<file path="config.mk">
export PLATFORM = sky130hd
export DESIGN_NAME = rbg_top
export DESIGN_NICKNAME = d
export VERILOG_FILES = /design/src/logic/rbg_pkg.sv /design/src/logic/rbg_sync.sv /design/src/logic/rbg_top.sv
export SDC_FILE = /design/constraint.sdc
export NUM_CORES = 1
export LEC_CHECK = 0
export BUFFER_PORTS_ARGS = -buffer_cell sky130_fd_sc_hd__buf_2
export CAP_MARGIN = 20
export CORE_MARGIN = 2
export CORE_UTILIZATION = 51
export CTS_CLUSTER_DIAMETER = 40
export DETAILED_ROUTE_END_ITERATION = 12
export GPL_ROUTABILITY_DRIVEN = 0
export GPL_TIMING_DRIVEN = 1
export PLACE_DENSITY = 0.85
export SLEW_MARGIN = 20
export SYNTH_ARGS = -nofsm -noshare
export SYNTH_HDL_FRONTEND = slang
export SYNTH_SLANG_ARGS = --single-unit
</file>
<file path="constraint.sdc">
create_clock -name clk -period 1.71 [get_ports clk]
set_input_delay 0.0855 -clock clk [delete_from_list [all_inputs] [get_ports clk]]
set_output_delay 0.0855 -clock clk [all_outputs]
set_load 0.02 [all_outputs]
</file>
<file path="src/logic/rbg_pkg.sv">
// Purpose: Shared constants for the receive buffer guard and delimiter block
// Assumes: Register port gives 6-bit addresses and 8-bit data
// Notes: Offsets are the printed register addresses
package rbg_pkg;
   localparam logic [5:0] RBG_OFS_MISC = 6'h04;
   localparam logic [5:0] RBG_OFS_DELIM = 6'h0B;
   localparam logic [5:0] RBG_OFS_GUARD = 6'h0C;
   localparam logic [7:0] RBG_RST_MISC = 8'h20;
   localparam logic [7:0] RBG_RST_DELIM = 8'hA7;
   localparam logic [7:0] RBG_RST_GUARD = 8'h00;
   localparam logic [7:0] RBG_GUARD_WMASK = 8'h83;
   localparam int RBG_BIT_IND_EN = 4;
   localparam int RBG_BIT_GUARD_EN = 7;
   localparam int RBG_IND_LAT_NS = 750;
   localparam int RBG_CLK_NS = 8;
   localparam int RBG_IND_LAT_CYC = (RBG_IND_LAT_NS + RBG_CLK_NS - 1) / RBG_CLK_NS;
   localparam logic [2:0] RBG_LAST_BIT = 3'h7;
   localparam logic [2:0] RBG_TX_BITS_LEFT = 3'h7;
   typedef enum logic [1:0] {RBG_HUNT, RBG_HDR, RBG_BODY} rbg_rx_st_t;
endpackage : rbg_pkg

</file>
<file path="src/logic/rbg_sync.sv">
// Purpose: Three-stage synchroniser for a pin level
// Assumes: Input is asynchronous to clk
// Notes: Output follows only once stages two and three agree
`timescale 1ns/1ps
`default_nettype none
module rbg_sync (
   input wire logic clk,
   input wire logic sys_rst,
   input wire logic din,
   output logic dout
);
   logic s1;
   logic s2;
   logic s3;
   logic next_dout;

   always_comb
   begin
      next_dout = dout;
      if (s2 == s3)
      begin
         next_dout = s3;
      end
   end

   always_ff @(posedge clk)
   begin
      if (sys_rst)
      begin
         s1 <= 1'b1;
         s2 <= 1'b1;
         s3 <= 1'b1;
         dout <= 1'b1;
      end
      else
      begin
         s1 <= din;
         s2 <= s1;
         s3 <= s2;
         dout <= next_dout;
      end
   end
endmodule : rbg_sync
`default_nettype wire

</file>
<file path="src/logic/rbg_top.sv">
// Purpose: Receive buffer guard, buffer-empty indicator and frame delimiter
// Assumes: SPI decoder, interrupt logic and FCS checker sit outside on clk
// Notes: Chip select is the only pin input and is synchronised here
// Functional notes
// With indicator enabled, after buffer read command, irq shows data missing.
// While indicator mode is active, irq carries no interrupt events.
// Indicator enable bit: 0 disables (default), 1 enables.
// Keep receiving frames while in either receive state.
// Unprotected buffer is overwritten by the next received frame.
// Protection blocks new radio frames until buffer read ends at select high.
// Basic mode protects a frame only when its check sequence is valid.
// Extended mode protects a frame when its frame-end event fires.
// Protection active only with enable bit 7 set and in a receive state.
// Protection blocks radio writes only; host writes still reach the buffer.
// Release on select rise ending buffer read, or on leaving receive states.
// Protection ignores the receiver detection threshold setting.
// Delimiter octet aligns bytes and is never stored.
// No synchronisation when the received octet differs from the delimiter.
// Software should avoid delimiters with low four bits all zero.
// Transmit delimiter LSB first right after the last preamble bit.
// Delimiter register resets to the standard value.
// Delimiter register accepts any 8-bit value.
// Frame-start event only on delimiter match followed by valid header.
// Guard register bits 6..2 read zero, read-only; bits 1..0 read-write.
// Indicator shows a valid level no earlier than the fixed latency.
// Indicator low when next byte readable, high when not ready.
// Receive error during buffer read locks the indicator at empty.
// Select high ends indicator mode; pending interrupts show at once.
// Reset clears any held protection.
`timescale 1ns/1ps
`default_nettype none
module rbg_top (
   input wire logic clk,
   input wire logic sys_rst,
   input wire logic reg_wr,
   input wire logic reg_rd,
   input wire logic [5:0] reg_addr,
   input wire logic [7:0] reg_wdata,
   output logic [7:0] reg_rdata,
   input wire logic spi_sel_n,
   input wire logic fb_read_cmd,
   input wire logic host_rd_strobe,
   input wire logic host_wr,
   input wire logic [6:0] host_waddr,
   input wire logic [7:0] host_wdata,
   input wire logic rx_on_state,
   input wire logic rx_auto_ack_state,
   input wire logic ext_mode,
   input wire logic rx_bit_valid,
   input wire logic rx_bit,
   input wire logic rx_fcs_ok,
   input wire logic rx_error,
   input wire logic irq_pending,
   input wire logic frame_start_en,
   input wire logic tx_sfd_start,
   input wire logic tx_bit_tick,
   output logic irq_out,
   output logic fb_we,
   output logic [6:0] fb_waddr,
   output logic [7:0] fb_wdata,
   output logic frame_start_event,
   output logic frame_end_event,
   output logic tx_bit,
   output logic tx_bit_valid,
   output logic guard_active,
   output logic [7:0] radio_misc_ctrl,
   output logic [1:0] phy_rate_select
);
   function automatic logic reg_hit(input logic [5:0] addr, input logic [5:0] ofs);
      reg_hit = (addr == ofs);
   endfunction : reg_hit

   logic sel_n_s;
   logic sel_n_d;
   logic sel_rise;
   logic rx_active;
   logic guard_on;

   rbg_sync u_sel (
      .clk(clk),
      .sys_rst(sys_rst),
      .din(spi_sel_n),
      .dout(sel_n_s)
   );

   assign sel_rise = sel_n_s & ~sel_n_d;
   assign rx_active = rx_on_state | rx_auto_ack_state;

   // Registers
   logic [7:0] delimiter_octet;
   logic [7:0] rx_guard_rate_ctrl;
   logic [7:0] next_delim;
   logic [7:0] next_guard;
   logic [7:0] next_misc;
   logic [7:0] next_rdata;

   always_comb
   begin
      next_delim = delimiter_octet;
      next_guard = rx_guard_rate_ctrl;
      next_misc = radio_misc_ctrl;
      next_rdata = 8'h00;
      if (reg_wr)
      begin
         if (reg_hit(reg_addr, rbg_pkg::RBG_OFS_DELIM))
         begin
            next_delim = reg_wdata;
         end
         if (reg_hit(reg_addr, rbg_pkg::RBG_OFS_GUARD))
         begin
            next_guard = reg_wdata & rbg_pkg::RBG_GUARD_WMASK;
         end
         if (reg_hit(reg_addr, rbg_pkg::RBG_OFS_MISC))
         begin
            next_misc = reg_wdata;
         end
      end
      if (reg_rd)
      begin
         if (reg_hit(reg_addr, rbg_pkg::RBG_OFS_DELIM))
         begin
            next_rdata = delimiter_octet;
         end
         else if (reg_hit(reg_addr, rbg_pkg::RBG_OFS_GUARD))
         begin
            next_rdata = rx_guard_rate_ctrl;
         end
         else if (reg_hit(reg_addr, rbg_pkg::RBG_OFS_MISC))
         begin
            next_rdata = radio_misc_ctrl;
         end
      end
   end

   always_ff @(posedge clk)
   begin
      if (sys_rst)
      begin
         delimiter_octet <= rbg_pkg::RBG_RST_DELIM;
         rx_guard_rate_ctrl <= rbg_pkg::RBG_RST_GUARD;
         radio_misc_ctrl <= rbg_pkg::RBG_RST_MISC;
         reg_rdata <= 8'h00;
         phy_rate_select <= 2'h0;
         sel_n_d <= 1'b1;
      end
      else
      begin
         delimiter_octet <= next_delim;
         rx_guard_rate_ctrl <= next_guard;
         radio_misc_ctrl <= next_misc;
         reg_rdata <= next_rdata;
         phy_rate_select <= next_guard[1:0];
         sel_n_d <= sel_n_s;
      end
   end

   // Threshold setting has no input here on purpose
   assign guard_on = rx_guard_rate_ctrl[rbg_pkg::RBG_BIT_GUARD_EN] & rx_active;

   // Receive path
   rbg_pkg::rbg_rx_st_t rx_st;
   rbg_pkg::rbg_rx_st_t next_rx_st;
   logic [7:0] rx_sh;
   logic [7:0] next_rx_sh;
   logic [7:0] shifted;
   logic [2:0] bit_cnt;
   logic [2:0] next_bit_cnt;
   logic [6:0] frame_len;
   logic [6:0] next_frame_len;
   logic [6:0] pos;
   logic [6:0] next_pos;
   logic [7:0] fill;
   logic [7:0] next_fill;
   logic buf_full;
   logic next_buf_full;
   logic blocked;
   logic next_blocked;
   logic protect;
   logic next_protect;
   logic fb_rd_open;
   logic rx_we;
   logic [6:0] rx_waddr;
   logic next_fb_we;
   logic [6:0] next_fb_waddr;
   logic [7:0] next_fb_wdata;
   logic next_start_ev;
   logic next_end_ev;

   always_comb
   begin
      next_rx_st = rx_st;
      next_rx_sh = rx_sh;
      next_bit_cnt = bit_cnt;
      next_frame_len = frame_len;
      next_pos = pos;
      next_fill = fill;
      next_buf_full = buf_full;
      next_blocked = blocked;
      next_protect = protect;
      next_start_ev = 1'b0;
      next_end_ev = 1'b0;
      rx_we = 1'b0;
      rx_waddr = 7'h00;
      shifted = {rx_bit, rx_sh[7:1]};
      // Release first so a same-cycle set below wins
      if ((sel_rise & fb_rd_open) | ~guard_on)
      begin
         next_protect = 1'b0;
      end
      case (rx_st)
         rbg_pkg::RBG_HUNT:
         begin
            if (rx_bit_valid)
            begin
               next_rx_sh = shifted;
               if (shifted == delimiter_octet)
               begin
                  next_rx_st = rbg_pkg::RBG_HDR;
                  next_bit_cnt = 3'h0;
                  next_blocked = protect;
               end
            end
         end
         rbg_pkg::RBG_HDR:
         begin
            if (rx_bit_valid)
            begin
               next_rx_sh = shifted;
               next_bit_cnt = bit_cnt + 3'h1;
               if (bit_cnt == rbg_pkg::RBG_LAST_BIT)
               begin
                  if (shifted[6:0] != 7'h00)
                  begin
                     next_rx_st = rbg_pkg::RBG_BODY;
                     next_frame_len = shifted[6:0];
                     next_pos = 7'h00;
                     next_start_ev = frame_start_en;
                     if (!blocked)
                     begin
                        rx_we = 1'b1;
                        next_fill = 8'h01;
                        next_buf_full = 1'b0;
                     end
                  end
                  else
                  begin
                     next_rx_st = rbg_pkg::RBG_HUNT;
                  end
               end
            end
         end
         rbg_pkg::RBG_BODY:
         begin
            if (rx_bit_valid)
            begin
               next_rx_sh = shifted;
               next_bit_cnt = bit_cnt + 3'h1;
               if (bit_cnt == rbg_pkg::RBG_LAST_BIT)
               begin
                  rx_waddr = pos + 7'h01;
                  next_pos = pos + 7'h01;
                  if (!blocked)
                  begin
                     rx_we = 1'b1;
                     next_fill = fill + 8'h01;
                  end
                  if (next_pos == frame_len)
                  begin
                     next_rx_st = rbg_pkg::RBG_HUNT;
                     next_end_ev = 1'b1;
                     if (!blocked)
                     begin
                        next_buf_full = 1'b1;
                        if (guard_on & (ext_mode | rx_fcs_ok))
                        begin
                           next_protect = 1'b1;
                        end
                     end
                  end
               end
            end
         end
         default:
         begin
            next_rx_st = rbg_pkg::RBG_HUNT;
         end
      endcase
      if (rx_error)
      begin
         next_rx_st = rbg_pkg::RBG_HUNT;
      end
      if (!rx_active)
      begin
         next_rx_st = rbg_pkg::RBG_HUNT;
      end
      // Host write takes the port; a colliding radio byte is dropped
      next_fb_we = host_wr | rx_we;
      next_fb_waddr = host_wr ? host_waddr : rx_waddr;
      next_fb_wdata = host_wr ? host_wdata : shifted;
   end

   always_ff @(posedge clk)
   begin
      if (sys_rst)
      begin
         rx_st <= rbg_pkg::RBG_HUNT;
         rx_sh <= 8'h00;
         bit_cnt <= 3'h0;
         frame_len <= 7'h00;
         pos <= 7'h00;
         fill <= 8'h00;
         buf_full <= 1'b0;
         blocked <= 1'b0;
         protect <= 1'b0;
         guard_active <= 1'b0;
         fb_we <= 1'b0;
         fb_waddr <= 7'h00;
         fb_wdata <= 8'h00;
         frame_start_event <= 1'b0;
         frame_end_event <= 1'b0;
      end
      else
      begin
         rx_st <= next_rx_st;
         rx_sh <= next_rx_sh;
         bit_cnt <= next_bit_cnt;
         frame_len <= next_frame_len;
         pos <= next_pos;
         fill <= next_fill;
         buf_full <= next_buf_full;
         blocked <= next_blocked;
         protect <= next_protect;
         guard_active <= next_protect;
         fb_we <= next_fb_we;
         fb_waddr <= next_fb_waddr;
         fb_wdata <= next_fb_wdata;
         frame_start_event <= next_start_ev;
         frame_end_event <= next_end_ev;
      end
   end

   // Buffer-empty indicator on the interrupt pin
   logic ind_mode;
   logic next_ind_mode;
   logic next_rd_open;
   logic [7:0] rd_cnt;
   logic [7:0] next_rd_cnt;
   logic [6:0] lat_cnt;
   logic [6:0] next_lat_cnt;
   logic err_lock;
   logic next_err_lock;
   logic empty;
   logic next_irq;

   always_comb
   begin
      next_ind_mode = ind_mode;
      next_rd_open = fb_rd_open;
      next_rd_cnt = rd_cnt;
      next_lat_cnt = lat_cnt;
      next_err_lock = err_lock;
      if (fb_read_cmd)
      begin
         next_rd_open = 1'b1;
         next_rd_cnt = 8'h00;
         next_lat_cnt = 7'(rbg_pkg::RBG_IND_LAT_CYC);
         next_err_lock = 1'b0;
         next_ind_mode = radio_misc_ctrl[rbg_pkg::RBG_BIT_IND_EN];
      end
      else
      begin
         if (lat_cnt != 7'h00)
         begin
            next_lat_cnt = lat_cnt - 7'h01;
         end
         if (host_rd_strobe)
         begin
            next_rd_cnt = rd_cnt + 8'h01;
         end
      end
      // Lock beats the clear of a new command
      if (rx_error & next_ind_mode)
      begin
         next_err_lock = 1'b1;
      end
      if (sel_rise)
      begin
         next_ind_mode = 1'b0;
         next_rd_open = 1'b0;
      end
      // Latency window reads as not ready so no early allowed level escapes
      empty = err_lock | (lat_cnt != 7'h00) | (~buf_full & (fill <= rd_cnt));
      // Command edge itself reads not ready; counters are still stale
      next_irq = next_ind_mode ? (fb_read_cmd | empty) : irq_pending;
   end

   always_ff @(posedge clk)
   begin
      if (sys_rst)
      begin
         ind_mode <= 1'b0;
         fb_rd_open <= 1'b0;
         rd_cnt <= 8'h00;
         lat_cnt <= 7'h00;
         err_lock <= 1'b0;
         irq_out <= 1'b0;
      end
      else
      begin
         ind_mode <= next_ind_mode;
         fb_rd_open <= next_rd_open;
         rd_cnt <= next_rd_cnt;
         lat_cnt <= next_lat_cnt;
         err_lock <= next_err_lock;
         irq_out <= next_irq;
      end
   end

   // Delimiter transmitter
   logic [7:0] tx_sh;
   logic [7:0] next_tx_sh;
   logic [2:0] tx_left;
   logic [2:0] next_tx_left;
   logic next_tx_bit;
   logic next_tx_valid;

   always_comb
   begin
      next_tx_sh = tx_sh;
      next_tx_left = tx_left;
      next_tx_bit = tx_bit;
      next_tx_valid = tx_bit_valid;
      if (tx_sfd_start)
      begin
         next_tx_sh = delimiter_octet;
         next_tx_bit = delimiter_octet[0];
         next_tx_left = rbg_pkg::RBG_TX_BITS_LEFT;
         next_tx_valid = 1'b1;
      end
      else if (tx_bit_tick & tx_bit_valid)
      begin
         if (tx_left == 3'h0)
         begin
            next_tx_valid = 1'b0;
            next_tx_bit = 1'b0;
         end
         else
         begin
            next_tx_bit = tx_sh[1];
            next_tx_sh = {1'b0, tx_sh[7:1]};
            next_tx_left = tx_left - 3'h1;
         end
      end
   end

   always_ff @(posedge clk)
   begin
      if (sys_rst)
      begin
         tx_sh <= 8'h00;
         tx_left <= 3'h0;
         tx_bit <= 1'b0;
         tx_bit_valid <= 1'b0;
      end
      else
      begin
         tx_sh <= next_tx_sh;
         tx_left <= next_tx_left;
         tx_bit <= next_tx_bit;
         tx_bit_valid <= next_tx_valid;
      end
   end
endmodule : rbg_top
`default_nettype wire

</file>
Yosys cells after proc, flatten, opt, wreduce, memory -nomap -nowiden
Index checks and enable logic that the tools add are counted.
{ "totals": {"regBits": 120, "inputBits": 48, "out_inout_bits": 40, "wordCells": 196} }
{ "op_classes": {"n_addsub": 6, "n_lt_le_gt_ge": 1, "eq_ne": 21, "muxes": 78, "bitwise": 24, "reduce_logical": 31} }
{ "op_table": {"columns": ["cell", "n"], "rows": [
  ["2-to-1 mux 8 bit", 14],
  ["2-to-1 mux 7 bit", 11],
  ["2-to-1 mux 1 bit", 33],
  ["!= test 2 bit (second input constant)", 11],
  ["2-to-1 mux 3 bit", 6],
  ["adder 8 x 1 -> 8 bit (second input constant)", 2],
  ["2-to-1 mux 2 bit", 8],
  ["one-hot mux 8 bit (2 select lines)", 1],
  ["one-hot mux 7 bit (2 select lines)", 1],
  ["nonzero test 7 bit", 2],
  ["== test 6 x 4 -> 1 bit (second input constant)", 2],
  ["AND reduction 2 bit", 6],
  ["nonzero test 2 bit", 6],
  ["NOT 1 bit", 10],
  ["AND reduction 9 bit", 1],
  ["== test 8 bit", 1],
  ["less-or-equal comparator 8 bit", 1],
  ["AND reduction 4 bit", 2],
  ["AND reduction 8 bit", 1],
  ["OR reduction 2 bit", 4],
  ["adder 7 x 1 -> 7 bit (second input constant)", 1],
  ["bitwise AND 1 bit", 7],
  ["== test 7 bit", 1],
  ["bitwise OR 1 bit", 7],
  ["other kinds (20)", 22]
]} }

Logic depth before layout (Yosys ltp)
{ "logic_depth": {"ltp_word": 11, "ltp_mapped": 10, "ltp_nobuf": 8} }

Hierarchy
Synthesis repeated with hierarchy kept, for this count alone.
{ "unflattened": {"cells_unflattened": 615, "hier_area_um2": 5367.6} }
{ "modules_own_cells": {"columns": ["mod", "n_inst", "cells_each", "area_per_inst_um2", "seq_area_each_um2"], "rows": [
  ["rbg_top", 1, 605, 5252.5, 2282.2],
  ["rbg_sync", 1, 10, 115.1, 80.1]
]} }

Worst setup path after synthesis
OpenSTA, ideal clock, no wires.
{ "synth_timing": {"kind": "register to register", "start": "register lat_cnt[0]", "end": "register irq_out", "setup_time_ns": 0.131, "t_arrival_ns": 1.768, "required_time_ns": 1.579, "slack_ns": -0.189, "path_stages_with_launch": 9, "n_path_buf": 0, "period_less_slack_ns": 1.899, "cell_sequence": "dfxtp_1 > inv_1 > ha_1 > or3b_1 > or3_1 > nor2_4 > nand3_1 > a211oi_1 > nor4_1"} }
{ "synth_between": {"elab_chain_cells": 5} }
{ "synth_lines": {"columns": ["item", "line_no", "source"], "rows": [
  ["from (decl)", "rbg_top.sv:348", "logic [6:0] lat_cnt;"],
  ["from (signal assigned)", "rbg_top.sv:413", "lat_cnt <= next_lat_cnt;"],
  ["nonzero test 7 bit", "rbg_top.sv:392", "empty = err_lock | (lat_cnt != 7'h00) | (~buf_full & (fill <= rd_cnt));"],
  ["bitwise OR 1 bit (2 in a row)", "rbg_top.sv:392", null],
  ["bitwise OR 1 bit", "rbg_top.sv:394", "next_irq = next_ind_mode ? (fb_read_cmd | empty) : irq_pending;"],
  ["2-to-1 mux 1 bit", "rbg_top.sv:394", null],
  ["to (signal assigned)", "rbg_top.sv:415", "irq_out <= next_irq;"],
  ["to (decl)", "rbg_top.sv:57", "output logic irq_out,"]
]} }
No other way between the ends.
A chain may end at the register's enable or synchronous reset.

Worst setup path in the final report
{ "layout_timing": {"start": "register rx_sh[1]", "end": "register rx_st[1]"} }
{ "layout_between": {"elab_chain_cells": 5, "word_cells_on_any_way": 8, "classes_between": "eq/ne (2); mux (4); reduce/logical (2)"} }
{ "layout_lines": {"columns": ["item", "line_no", "source"], "rows": [
  ["from (decl)", "rbg_top.sv:163", "logic [7:0] rx_sh;"],
  ["from (signal assigned)", "rbg_top.sv:325", "rx_sh <= next_rx_sh;"],
  ["nonzero test 7 bit", "rbg_top.sv:232", "if (shifted[6:0] != 7'h00)"],
  ["2-to-1 mux 2 bit", "rbg_top.sv:232", null],
  ["2-to-1 mux 2 bit", "rbg_top.sv:230", "if (bit_cnt == rbg_pkg::RBG_LAST_BIT)"],
  ["2-to-1 mux 2 bit", "rbg_top.sv:226", "if (rx_bit_valid)"],
  ["one-hot mux 2 bit (3 select lines)", "rbg_top.sv:210", "case (rx_st)"],
  ["to (signal assigned)", "rbg_top.sv:306", "rx_st <= rbg_pkg::RBG_HUNT;"],
  ["to (signal assigned)", "rbg_top.sv:324", "rx_st <= next_rx_st;"],
  ["to (decl)", "rbg_top.sv:161", "rbg_pkg::rbg_rx_st_t rx_st;"]
]} }
Parallel ways exist; a longest one is shown, timed or not. The select of a mux whose other input is x is not followed.

==> impl_metrics.tcl <==
set metrics [dict create \
    outcome "complete, but fails checks" \
    violations "setup timing" \
    yosysWarnings 0 \
    placed_cells 863 \
    avgSynthCellArea_sq_um 8.64 \
    io_pins 88 \
    tightest_slew_ns 0.554 \
    drv_cap 0 \
    cts_buffers 17 \
    rows 37 \
    slowest_delay_ns 0.37 \
    grt_usage_pct 29.6 \
    ant_nets 0 \
    rsz0062_at_grt "yes" \
    synthCells 615 \
    antenna_found_initial 0 \
    wl_microns 17000 \
    synth_cell_types 49 \
    hp-class "in -> reg" \
    grt_pass1_wl_microns 26500 \
    first_pass_iters 7 \
    timing.rr.start "rx_sh[1]" \
    worstHoldStart "reg_rd" \
    cts_root_buf "clkbuf_8" \
    p_leak_nw 3.23 \
    reg2regPathDepth 7 \
    min_period_ns 1.91 \
    viasPerCell 5.81 \
    synth_ff_type "dfxtp_1" \
    mostFrequentLayoutCells "110 x dfxtp_1, 91 x nor2_1, 88 x buf_2" \
    finalSetupViolations 26 \
    clock_latency_ns 0.54 \
    vdd_ir_drop_max_mv 0.658 \
    clock-sinks 118 \
    crit_fanout 3 \
    initial_core_util_pct 51.9 \
    r2r_slack_ns -0.20 \
    max_slew_margin_pct 62.8 \
    drt_iter0_markers 433 \
    end_kind "flip-flop" \
    p_per_area_nw_per_um2 905 \
    dp_slack_ns -0.184 \
    clockBufferDepth 2 \
    num_antenna_cells 0 \
    arrival_ns 2.37 \
    whs_endpoint "reg_rdata[4]" \
    dp_hpwl_microns 9310 \
    finalHoldViolCount 0 \
    syn_area_sq_um 5310 \
    routed-via-count 5535 \
    ys_seq_area_share_pct 44.5 \
    wl_per_cell_microns 17.8 \
    core-area_sq_um 10200 \
    worstPathCellList "xor2_1, nor4_2, buf_4, nand3_1, o2bb2ai_1, or3_1, a21boi_1" \
    h-tree-depth 4 \
    timing.final.crit_share_pct 112 \
    die_x_microns 106 \
    gr-total-overflow 0 \
    final_util_pct 74.2 \
    grt_start_max_net_pins 40 \
    dieArea_sq_um 11200 \
    synth_seq_cells 118 \
    post-route-drc-count 0 \
    criticalPathCategory "reg -> reg" \
    worstPathRequired_ns 2.17 \
    final_net_count 872 \
    power_w 0.00688 \
    die_h_microns 106 \
    fin_ws_ns -0.198 \
    drive_gt1_share_pct 30.6 \
    slew_violations 0 \
    finClkSkew_ns 0.00739 \
    r2r-end "rx_st[1]" \
    syn_to_final_growth_pct 43.0 \
    clk_pin_slew_worst_paths_ns 0.06 \
    setup_tns_ns -2.72 \
    hold_path_depth 3 \
    worst_setup_path_start_kind "flip-flop" \
    stdcell_count 952 \
    port_buffers 87 \
    cts_tree "done" \
    grt_pass1_vias 5623 \
    layout_commonest_cell "dfxtp_1" \
    synth_edf_count 0 \
    crit_path_top_delay_cell "or3_1" \
    max_freq_mhz 524 \
    syn-num-nets 683 \
    async_reset_ff_share_pct 0 \
]
-- flip-flops by register name, indices dropped and copies added (netlist names), 8 cells and up --
| signal | cells |
|---|---|
| reg_rdata | 8 |
| fb_wdata | 8 |
| delimiter_octet | 8 |
| rd_cnt | 8 |
| fill | 8 |
| radio_misc_ctrl | 8 |
-- synth_stat cells, types with 7 or more instances --
cell      count  area [sq um]
nor2_1       96           360
nand3_1      29           145
o21ai_0      12          60.1
dfxtp_1     118          2360
a22oi_1       7          52.6
clkbuf_1     22          82.6
a21oi_1      62           310
nor3_1       17          85.1
nand2_1      51           191
and3_1        8          50.1
mux2i_1      27           270
nand4_1      11          68.8
ha_1         20           250
inv_1        18          67.6
xor2_1       13           114
or3_1        11          68.8
xnor2_1      13           114
-- kinds of logic after synthesis --
group                      synth area share, %
buffers and inverters                     3.82
xor gates and xnor gates                  6.03
adders and majority gates                 4.71
muxes                                     5.09
and+or+nand+nor                           23.1
DFF                                       44.5
AOI/OAI and AO/OA                         12.8
-- per-stage QoR --
| stage | cell area [sq um] | hold slack, ns |
|---|---|---|
| CTS | 7450 | 0.0111 |
| global placement | 6280 | 0.271 |
| finish | 7590 | 0.0222 |
| global route | 7590 | 0.0213 |
| floorplan | 5380 | 0.189 |
| detailed placement | 6280 | 0.271 |
-- report_power, final --
part | leakage (nW) | switching [W] | internal [W] | total, W
Clock | 0.282 | 0.00125 | 0.00220 | 0.00345
Combinational | 1.98 | 0.000301 | 0.000270 | 0.000572
Sequential | 0.964 | 0.0000400 | 0.00281 | 0.00285
-- worst max-delay path by stage --
| stage | startpoint | endpoint |
|---|---|---|
| after global routing | rx_sh[1] | buf_full |
| after detailed placement | lat_cnt[1] | irq_out |
| after global placement | lat_cnt[1] | irq_out |
| after floorplan | lat_cnt[0] | irq_out |
| final | rx_sh[1] | rx_st[1] |
| after CTS | pos[1] | rx_st[1] |
-- worst max-delay path, delay by kind of cell (launching register included) --
kind / cells / cell delay, ns
xor gates and xnor gates: 1 / 0.19
DFF: 1 / 0.35
buffers and inverters: 1 / 0.17
AOI/OAI and AO/OA: 2 / 0.33
and+or+nand+nor: 3 / 0.78
-- metal layers --
metal | GRT usage [%] | up-vias | share of wire, %
met5 | 0 | - | 0
met4 | 18.4 | 0 | 6.4
met3 | 7.60 | 106 | 6.5
met2 | 53.0 | 318 | 51
met1 | 31.0 | 2588 | 37
li1 | - | 2523 | -
-- layout make-up --
cell class / instances / area [sq um]
fillers: 584 / 2640
clock inverters: 9 / 100
multi-input cells: 447 / 2970
flip-flops and latches: 118 / 2370
well taps: 136 / 170
repair buffers: 202 / 1440
inverters: 18 / 67.6
clock buffers: 22 / 473
-- what timing repair did --
item                                   4_1_cts  5_1_grt
pin swaps                                   15       12
gates resized for setup                     23       31
buffers inserted                             6        5
setup endpoints to repair                   23       41
cloned                                       0        1
hold buffers                                47        0
endpoints found under the hold margin       61        0
Note: power is estimated with default switching activity, not from simulation.
